--- config.mk ---
export PLATFORM = sky130hd
export DESIGN_NAME = ucpd_port_detect
export DESIGN_NICKNAME = d
export VERILOG_FILES = /design/src/design/ucpd_pkg.sv /design/src/design/ucpd_port_detect.sv
export VERILOG_INCLUDE_DIRS = /design/src /design/src/design
export SDC_FILE = /design/constraint.sdc
export NUM_CORES = 1
export LEC_CHECK = 0
export BUFFER_PORTS_ARGS = -buffer_cell sky130_fd_sc_hd__buf_4
export CAP_MARGIN = 20
export CORE_MARGIN = 2
export CORE_UTILIZATION = 40
export CTS_BUF_LIST = sky130_fd_sc_hd__clkbuf_16
export DETAILED_ROUTE_END_ITERATION = 8
export GPL_TIMING_DRIVEN = 0
export HOLD_SLACK_MARGIN = 0.15
export PLACE_DENSITY_LB_ADDON = 0.3
export SLEW_MARGIN = 20
export SYNTH_ARGS = -nofsm -noshare
export SYNTH_HDL_FRONTEND = slang
export SYNTH_SLANG_ARGS = --single-unit
--- constraint.sdc ---
create_clock -name clk_sys -period 8.57 [get_ports clk_sys]
set_input_delay 0 -clock clk_sys [delete_from_list [all_inputs] [get_ports clk_sys]]
set_output_delay 0 -clock clk_sys [all_outputs]
set_load 0.02 [all_outputs]
--- src/design/ucpd_regs.svh ---
// Register offsets, field positions, reset values and timing counts
`ifndef UCPD_REGS_SVH
`define UCPD_REGS_SVH

// Register offsets
`define UCPD_OFS_CTRL 8'h12
`define UCPD_OFS_PORT 8'h13
`define UCPD_OFS_FLAG 8'h14
`define UCPD_OFS_PUMP 8'h18

// Reset values
`define UCPD_RST_CTRL 8'hD0
`define UCPD_RST_PORT 8'h20
`define UCPD_RST_FLAG 8'h20
`define UCPD_RST_PUMP 8'h20

// Field positions
`define UCPD_BIT_FLOW_EN 7
`define UCPD_BIT_SYSRST_DIS 7
`define UCPD_BIT_PUMP_LVL 1
`define UCPD_BIT_PUMP_EN 0
`define UCPD_BIT_TO_SEL_HI 5
`define UCPD_BIT_TO_SEL_LO 4
`define UCPD_BIT_DCP_FLAG 2
`define UCPD_BIT_CDP_FLAG 1
`define UCPD_BIT_SDP_FLAG 0
`define UCPD_BIT_ST_HI 2
`define UCPD_BIT_ST_LO 0
`define UCPD_BIT_TO_EXP 1
`define UCPD_BIT_CHG_FOUND 0

// Writable masks (status bits read only)
`define UCPD_WMASK_CTRL 8'hF0
`define UCPD_WMASK_PORT 8'hE0
`define UCPD_WMASK_FLAG 8'hFC
`define UCPD_WMASK_PUMP 8'hFF

// Port status codes
`define UCPD_ST_NOBUS 3'h0
`define UCPD_ST_BUSY 3'h1
`define UCPD_ST_SDP 3'h2
`define UCPD_ST_NONSTANDARD_STANDARD_PORT 3'h3
`define UCPD_ST_DCP 3'h4
`define UCPD_ST_CDP 3'h5

// Contact-detect timeout base step in ms and clock rate in kHz
`define UCPD_TO_STEP_MS 300
`define UCPD_CLK_KHZ 125000
`define UCPD_TO_STEP_CYC (`UCPD_TO_STEP_MS * `UCPD_CLK_KHZ)

`endif

--- src/design/ucpd_pkg.sv ---
// Types for the port detection register bank
package ucpd_pkg;

  // Outcome of the analog detection front end
  typedef struct packed {
    logic sdp;
    logic cdp;
    logic dcp;
  } ucpd_det_s;

  // Detection flow states, Gray coded along the usual path
  typedef enum logic [1:0] {
    UCPD_IDLE = 2'h0,
    UCPD_WAIT = 2'h1,
    UCPD_DONE = 2'h3
  } ucpd_state_e;

endpackage

--- src/design/ucpd_port_detect.sv ---
// Register bank and detection sequencer for USB charger port-type detection
`timescale 1ns/100ps
`include "ucpd_regs.svh"

module ucpd_port_detect #(
  parameter int unsigned TO_STEP_CYC = `UCPD_TO_STEP_CYC
) (
  // Clock, reset, enable
  input wire logic clk_sys,
  input wire logic arst_n,
  input wire logic clk_en,
  // Register port
  input wire logic reg_wr,
  input wire logic reg_rd,
  input wire logic [7:0] reg_addr,
  input wire logic [7:0] reg_wdata,
  output logic [7:0] reg_rdata,
  // Analog front end, asynchronous levels
  input wire logic vbus_present,
  input wire logic contact_detected,
  input wire ucpd_pkg::ucpd_det_s det_in,
  // Controls to analog
  output logic port_detect_flow_enable,
  output logic pump_enable,
  output logic pump_level_select,
  output logic system_reset_disable,
  output logic contact_timeout_expired,
  output logic charging_port_found
);

  // ---------------------------------------------------------------
  // Input synchronisers
  // ---------------------------------------------------------------
  logic [4:0] sync1;
  logic [4:0] sync2;
  logic [4:0] next_sync1;

  // Raw inputs gathered for the first stage
  always_comb begin
    next_sync1 = {vbus_present, contact_detected, det_in};
  end

  // Two-stage catch of the pin levels
  always_ff @(posedge clk_sys or negedge arst_n) begin
    if (!arst_n) begin
      sync1 <= 5'h00;
      sync2 <= 5'h00;
    end else if (clk_en) begin
      sync1 <= next_sync1;
      sync2 <= sync1;
    end
  end

  logic vbus_s;
  logic contact_s;
  ucpd_pkg::ucpd_det_s det_s;
  assign vbus_s = sync2[4];
  assign contact_s = sync2[3];
  assign det_s = sync2[2:0];

  // ---------------------------------------------------------------
  // Writable register storage
  // ---------------------------------------------------------------
  logic [7:0] ctrl_w;
  logic [7:0] port_w;
  logic [7:0] flag_w;
  logic [7:0] pump_w;
  logic [7:0] next_ctrl_w;
  logic [7:0] next_port_w;
  logic [7:0] next_flag_w;
  logic [7:0] next_pump_w;

  // Writes touch only the writable bits of each register
  always_comb begin
    next_ctrl_w = ctrl_w;
    next_port_w = port_w;
    next_flag_w = flag_w;
    next_pump_w = pump_w;
    if (reg_wr) begin
      unique case (reg_addr)
        `UCPD_OFS_CTRL: next_ctrl_w = reg_wdata & `UCPD_WMASK_CTRL;
        `UCPD_OFS_PORT: next_port_w = reg_wdata & `UCPD_WMASK_PORT;
        `UCPD_OFS_FLAG: next_flag_w = reg_wdata & `UCPD_WMASK_FLAG;
        `UCPD_OFS_PUMP: next_pump_w = reg_wdata & `UCPD_WMASK_PUMP;
        default: ;
      endcase
    end
  end

  // Register storage
  always_ff @(posedge clk_sys or negedge arst_n) begin
    if (!arst_n) begin
      ctrl_w <= `UCPD_RST_CTRL;
      port_w <= `UCPD_RST_PORT;
      flag_w <= `UCPD_RST_FLAG;
      pump_w <= `UCPD_RST_PUMP;
    end else if (clk_en) begin
      ctrl_w <= next_ctrl_w;
      port_w <= next_port_w;
      flag_w <= next_flag_w;
      pump_w <= next_pump_w;
    end
  end

  logic flow_en;
  logic [1:0] to_sel;
  assign flow_en = ctrl_w[`UCPD_BIT_FLOW_EN];
  assign to_sel = ctrl_w[`UCPD_BIT_TO_SEL_HI:`UCPD_BIT_TO_SEL_LO];

  // ---------------------------------------------------------------
  // Detection sequencer
  // ---------------------------------------------------------------
  ucpd_pkg::ucpd_state_e state;
  ucpd_pkg::ucpd_state_e next_state;
  logic [31:0] to_cnt;
  logic [31:0] next_to_cnt;
  logic [31:0] to_limit;
  logic to_hit;
  logic next_to_hit;
  ucpd_pkg::ucpd_det_s found;
  ucpd_pkg::ucpd_det_s next_found;
  logic [2:0] status;
  logic [2:0] next_status;
  ucpd_pkg::ucpd_det_s pick;
  logic [2:0] pick_code;
  logic pick_any;

  // Port type pick, dedicated over downstream over standard
  always_comb begin
    pick = 3'h0;
    pick_code = `UCPD_ST_BUSY;
    pick_any = 1'b1;
    if (det_s.dcp) begin
      pick.dcp = 1'b1;
      pick_code = `UCPD_ST_DCP;
    end else if (det_s.cdp) begin
      pick.cdp = 1'b1;
      pick_code = `UCPD_ST_CDP;
    end else if (det_s.sdp) begin
      pick.sdp = 1'b1;
      pick_code = to_hit ? `UCPD_ST_NONSTANDARD_STANDARD_PORT : `UCPD_ST_SDP;
    end else begin
      pick_any = 1'b0;
    end
  end

  // Timeout is (sel + 1) steps of 300 ms
  always_comb begin
    to_limit = TO_STEP_CYC * ({30'h0, to_sel} + 32'h1);
  end

  // Sequencer: wait for contact or timeout, then latch the port type
  always_comb begin
    next_state = state;
    next_to_cnt = to_cnt;
    next_to_hit = to_hit;
    next_found = found;
    next_status = status;
    if (!vbus_s) begin
      next_state = ucpd_pkg::UCPD_IDLE;
      next_to_cnt = 32'h0;
      next_to_hit = 1'b0;
      next_found = 3'h0;
      next_status = `UCPD_ST_NOBUS;
    end else begin
      unique case (state)
        ucpd_pkg::UCPD_IDLE: begin
          if (flow_en) begin
            next_state = ucpd_pkg::UCPD_WAIT;
            next_to_cnt = 32'h0;
            next_status = `UCPD_ST_BUSY;
          end
        end
        ucpd_pkg::UCPD_WAIT: begin
          if (!flow_en) begin
            next_state = ucpd_pkg::UCPD_IDLE;
          end else if (contact_s || (to_cnt + 32'h1 >= to_limit)) begin
            next_to_hit = !contact_s;
            next_state = ucpd_pkg::UCPD_DONE;
          end else begin
            next_to_cnt = to_cnt + 32'h1;
          end
        end
        ucpd_pkg::UCPD_DONE: begin
          if (pick_any) begin
            next_found = pick;
            next_status = pick_code;
          end
        end
        default: next_state = ucpd_pkg::UCPD_IDLE;
      endcase
    end
  end

  // Sequencer state
  always_ff @(posedge clk_sys or negedge arst_n) begin
    if (!arst_n) begin
      state <= ucpd_pkg::UCPD_IDLE;
      to_cnt <= 32'h0;
      to_hit <= 1'b0;
      found <= 3'h0;
      status <= `UCPD_ST_NOBUS;
    end else if (clk_en) begin
      state <= next_state;
      to_cnt <= next_to_cnt;
      to_hit <= next_to_hit;
      found <= next_found;
      status <= next_status;
    end
  end

  // ---------------------------------------------------------------
  // Register views as software reads them
  // ---------------------------------------------------------------
  logic [7:0] ctrl_view;
  logic [7:0] port_view;
  logic [7:0] flag_view;
  logic [7:0] pump_view;

  // Read-only fields laid over stored bits, which stay zero there
  always_comb begin
    ctrl_view = ctrl_w;
    ctrl_view[`UCPD_BIT_DCP_FLAG] = found.dcp;
    ctrl_view[`UCPD_BIT_CDP_FLAG] = found.cdp;
    ctrl_view[`UCPD_BIT_SDP_FLAG] = found.sdp;
    port_view = port_w;
    port_view[`UCPD_BIT_ST_HI:`UCPD_BIT_ST_LO] = status;
    flag_view = flag_w;
    flag_view[`UCPD_BIT_TO_EXP] = to_hit;
    flag_view[`UCPD_BIT_CHG_FOUND] = found.dcp | found.cdp;
    pump_view = pump_w;
  end

  // ---------------------------------------------------------------
  // Read data and registered outputs
  // ---------------------------------------------------------------
  logic [7:0] next_rdata;

  // Read mux picks one register view
  always_comb begin
    next_rdata = 8'h00;
    if (reg_rd) begin
      unique case (reg_addr)
        `UCPD_OFS_CTRL: next_rdata = ctrl_view;
        `UCPD_OFS_PORT: next_rdata = port_view;
        `UCPD_OFS_FLAG: next_rdata = flag_view;
        `UCPD_OFS_PUMP: next_rdata = pump_view;
        default: next_rdata = 8'h00;
      endcase
    end
  end

  logic next_port_detect_flow_enable;
  logic next_pump_enable;
  logic next_pump_level_select;
  logic next_system_reset_disable;
  logic next_contact_timeout_expired;
  logic next_charging_port_found;

  // Outputs track the values stored at the same edge
  always_comb begin
    next_port_detect_flow_enable = next_ctrl_w[`UCPD_BIT_FLOW_EN];
    next_pump_enable = next_pump_w[`UCPD_BIT_PUMP_EN];
    next_pump_level_select = next_pump_w[`UCPD_BIT_PUMP_LVL];
    next_system_reset_disable = next_pump_w[`UCPD_BIT_SYSRST_DIS];
    next_contact_timeout_expired = next_to_hit;
    next_charging_port_found = next_found.dcp | next_found.cdp;
  end

  // Output flops
  always_ff @(posedge clk_sys or negedge arst_n) begin
    if (!arst_n) begin
      reg_rdata <= 8'h00;
      port_detect_flow_enable <= 1'b1;
      pump_enable <= 1'b0;
      pump_level_select <= 1'b0;
      system_reset_disable <= 1'b0;
      contact_timeout_expired <= 1'b0;
      charging_port_found <= 1'b0;
    end else if (clk_en) begin
      reg_rdata <= next_rdata;
      port_detect_flow_enable <= next_port_detect_flow_enable;
      pump_enable <= next_pump_enable;
      pump_level_select <= next_pump_level_select;
      system_reset_disable <= next_system_reset_disable;
      contact_timeout_expired <= next_contact_timeout_expired;
      charging_port_found <= next_charging_port_found;
    end
  end

endmodule

==> impl_metrics.json <==
{
  "maxSlewHeadroom": 0.2524,
  "dieArea_um2": 12660,
  "detail_route.wl_per_cell_um": 16.62,
  "p_per_area_nw_per_um2": 152.8,
  "met1_usage": 0.2452,
  "cts_buffer_depth": 2,
  "yosysUniqueCellTypes": 63,
  "placed_cells": 639,
  "met2_usage": 0.2992,
  "layout-drive-gt1-share": 0.1917,
  "syn_nets": 515,
  "skew_ns": 0.004741,
  "grtUsageTotal": 0.1839,
  "hold_viol": 0,
  "grt_pass1_wl_mm": 18.92,
  "max_stage_delay_ns": 0.45,
  "drtIter0Drc": 239,
  "fin_nets": 579,
  "ys_seq_area_frac": 0.4320,
  "finalWirelength_mm": 11.14,
  "busiest_layer": "met2",
  "fin_crit_ns": 4.606,
  "ios": 40,
  "placementRows": 39,
  "yosysTopAreaCell": "dfrtp_1",
  "vias": 3857,
  "max_freq_ghz": 0.2171,
  "ys_ff_latch": 81,
  "run_status": "completed",
  "slew_viol_final": 0,
  "rr_worst_depth": 18,
  "port_buffers": 38,
  "synth_edf_count": 0,
  "first_pass_iters": 5,
  "utilization": 0.4913,
  "finalPower_mw": 0.8611,
  "max_cap_viol_count": 0,
  "ir_drop_mv": 0.1190,
  "use_met3": 0.04158,
  "core_area_um2": 11470,
  "netlist_top_cells_area": "dfrtp_1 40%, ha_1 8.2%, mux2_2 7.2%",
  "cts-root-buf": "clkbuf_16",
  "startpoint": "to_cnt[9]$_DFFE_PN0P_",
  "synthCells": 458,
  "antenna_found_initial": 0,
  "crit_slowest_cell": "dfrtp_1",
  "crit_required_ns": 8.79,
  "crit_arrival_ns": 4.83,
  "r2r-end": "to_cnt[13]$_DFFE_PN0P_",
  "synthFlopType": "dfrtp_1",
  "critPathLaunchType": "flip-flop",
  "fin_cells": 670,
  "setup_violations": 0,
  "cts-buffers-inserted": 9,
  "dpl.hpwl_mm": 7.997,
  "htree_levels": 3,
  "rsz0062_at_grt": "no",
  "overflow": 0,
  "power.leakage_nw": 2.589,
  "area_growth_pct": 19.63,
  "end_kind": "flip-flop",
  "ys_warn_count": 0,
  "avgSynthCellArea_um2": 10.28,
  "async_reset_ff_frac": 1.000,
  "multi_input_area_um2": 2546,
  "finalSetupTns_ns": 0,
  "cts_tree": "yes",
  "netlist_area_um2": 4710,
  "regToRegStartpoint": "to_cnt[9]$_DFFE_PN0P_",
  "synth_top_area_share": 0.3985,
  "nFillCells": 1057,
  "ant_nets": 0,
  "grt_max_degree": 82,
  "hp-class": "in -> reg",
  "regArea_um2": 2034,
  "place_congestion": 0.8496,
  "clock-sinks": 81,
  "critPathKind": "reg -> reg",
  "reg2reg_slack_ns": 3.96,
  "die_w_um": 112.5,
  "insertedDiodeCount": 0,
  "start_util": 0.4107,
  "die_h_um": 112.5,
  "vias_per_cell": 5.757,
  "clkTransAtPathRegs_ns": 0.07,
  "clock_latency_ns": 0.34,
  "cts_setup_buffers": 0,
  "final.period_utilization": 0.5375,
  "crit_path_end": "to_cnt[13]$_DFFE_PN0P_",
  "cp_cell_sequence": "nand4_2, or3_1, buf_2, nor2_1, and3_1, clkbuf_1, nand3_1, xnor2_1, ha_1, a21oi_1, o2111ai_1, nor4_1, nor2_1, o2bb2ai_1, a311o_1, a21o_1, clkbuf_1, a32o_1",
  "tightest_slew_ns": 1.104,
  "grt_pass1_vias": 3956,
  "path_max_fanout": 10,
  "post-route-drc-count": 0
}
-- metrics by stage --
stage / setup slack [ns] / hold WS (ns) / instance area [um2]
6_report: 3.964 / 0.1711 / 5634
5_1_grt: 3.657 / 0.1993 / 5634
4_1_cts: 4.006 / 0.1678 / 5630
3_5_place_dp: 4.037 / 0.2374 / 5184
3_3_place_gp: 4.124 / 0.2338 / 5174
2_1_floorplan: 4.634 / -0.2956 / 4710
-- cells in the final DEF (no fill, tap or decap), types with 3 or more instances in the layout --
cell	instances
o22ai_1	3
nand2_1	45
buf_4	37
xnor2_1	15
mux2_2	30
or3_1	3
o21ai_0	18
buf_6	3
a211o_1	3
inv_1	16
xor2_1	11
nand3_1	25
nor3b_1	3
a32o_1	19
o31ai_1	3
and3_1	7
nor3_2	3
buf_2	3
nand4_1	5
dfstp_2	6
a222oi_1	6
nor2_1	22
nor3_1	5
clkbuf_16	9
and2_1	7
nor2b_1	3
a21o_1	14
o2bb2ai_1	5
a21oi_1	19
nor4_1	3
clkbuf_1	10
dlygate4sd3_1	15
ha_1	31
dfrtp_1	75
-- state kept, by name, summed over array words and instances, names as in the netlist, 2 cells and up --
register,count
sync1,5
sync2,5
state,2
flag_w,6
ctrl_w,4
pump_view,8
ctrl_view,3
status,3
port_w,3
to_cnt,32
reg_rdata,8
-- kinds of logic after synthesis --
family / after synthesis / share of synthesized area
AOI/OAI and AO/OA: 114 / 0.1817
xor gates and xnor gates: 26 / 0.04835
adders and majority gates: 31 / 0.08236
buffers and inverters: 32 / 0.02949
DFF: 81 / 0.4320
muxes: 31 / 0.07386
other: 1 / 0.0007963
and+or+nand+nor: 142 / 0.1514
-- metal layers --
| metal | vias up | share of wire |
|---|---|---|
| met2 | 124 | 0.48 |
| met5 | - | 0 |
| met1 | 1874 | 0.44 |
| li1 | 1844 | - |
| met3 | 15 | 0.061 |
| met4 | 0 | 0.016 |
-- cell usage after synthesis, types with 6 or more instances --
library cell and count:
nor2_1 22, dfrtp_1 75, clkbuf_1 10, a21oi_1 19
and2_1 7, and3_1 7, inv_1 14, a222oi_1 6
nand2_1 45, a21o_1 14, xor2_1 11, ha_1 31
a32o_1 19, nor3_1 7, o21ai_0 18, nand3_1 25
mux2_2 30, dfstp_2 6, xnor2_1 15
-- worst max-delay path, delay by kind of cell (launching register included) --
family	cells	cell delay (ns)
AO/OA/AOI/OAI	6	1.36
buffers and inverters	3	0.69
XOR/XNOR	1	0.23
AND/OR/NAND/NOR	7	1.47
flip-flops	1	0.45
adder cells (fa/ha/maj)	1	0.29
-- final cells by class --
type                            instances  area share
Tap cell                              143     0.03176
Clock inverter                          7     0.01266
Multi-Input combinational cell        345      0.4519
Sequential cell                        81      0.3611
Buffer                                 17     0.01466
Inverter                               15    0.009993
Clock buffer                            9     0.03997
Timing Repair Buffer                   53     0.07795
-- timing repair --
item	in CTS	in global routing
hold buffers	15	0
endpoints found under the hold margin	102	0
resized for setup	0	0
-- how the worst min path moves through the flow --
stage	start	endpoint	slack, ns	cells past startpoint
2_1_floorplan	arst_n	charging_port_found$_DFFE_PN0P_	-0.30	0
3_3_place_gp	arst_n	to_cnt[4]$_DFFE_PN0P_	0.23	1
3_5_place_dp	reg_wdata[1]	pump_view[1]$_DFFE_PN0P_	0.24	2
4_1_cts	reg_wr	port_w[7]$_DFFE_PN0P_	0.17	3
5_1_grt	reg_wr	port_w[7]$_DFFE_PN0P_	0.20	3
6_report	reg_wr	port_w[7]$_DFFE_PN0P_	0.17	3
-- where the power goes --
| part | switching [mW] | internal [mW] |
|---|---|---|
| Combinational | 0.0414 | 0.0313 |
| Clock | 0.161 | 0.226 |
| Sequential | 0.00896 | 0.393 |
| Total | 0.211 | 0.650 |
(Power assumes the default switching activity.)
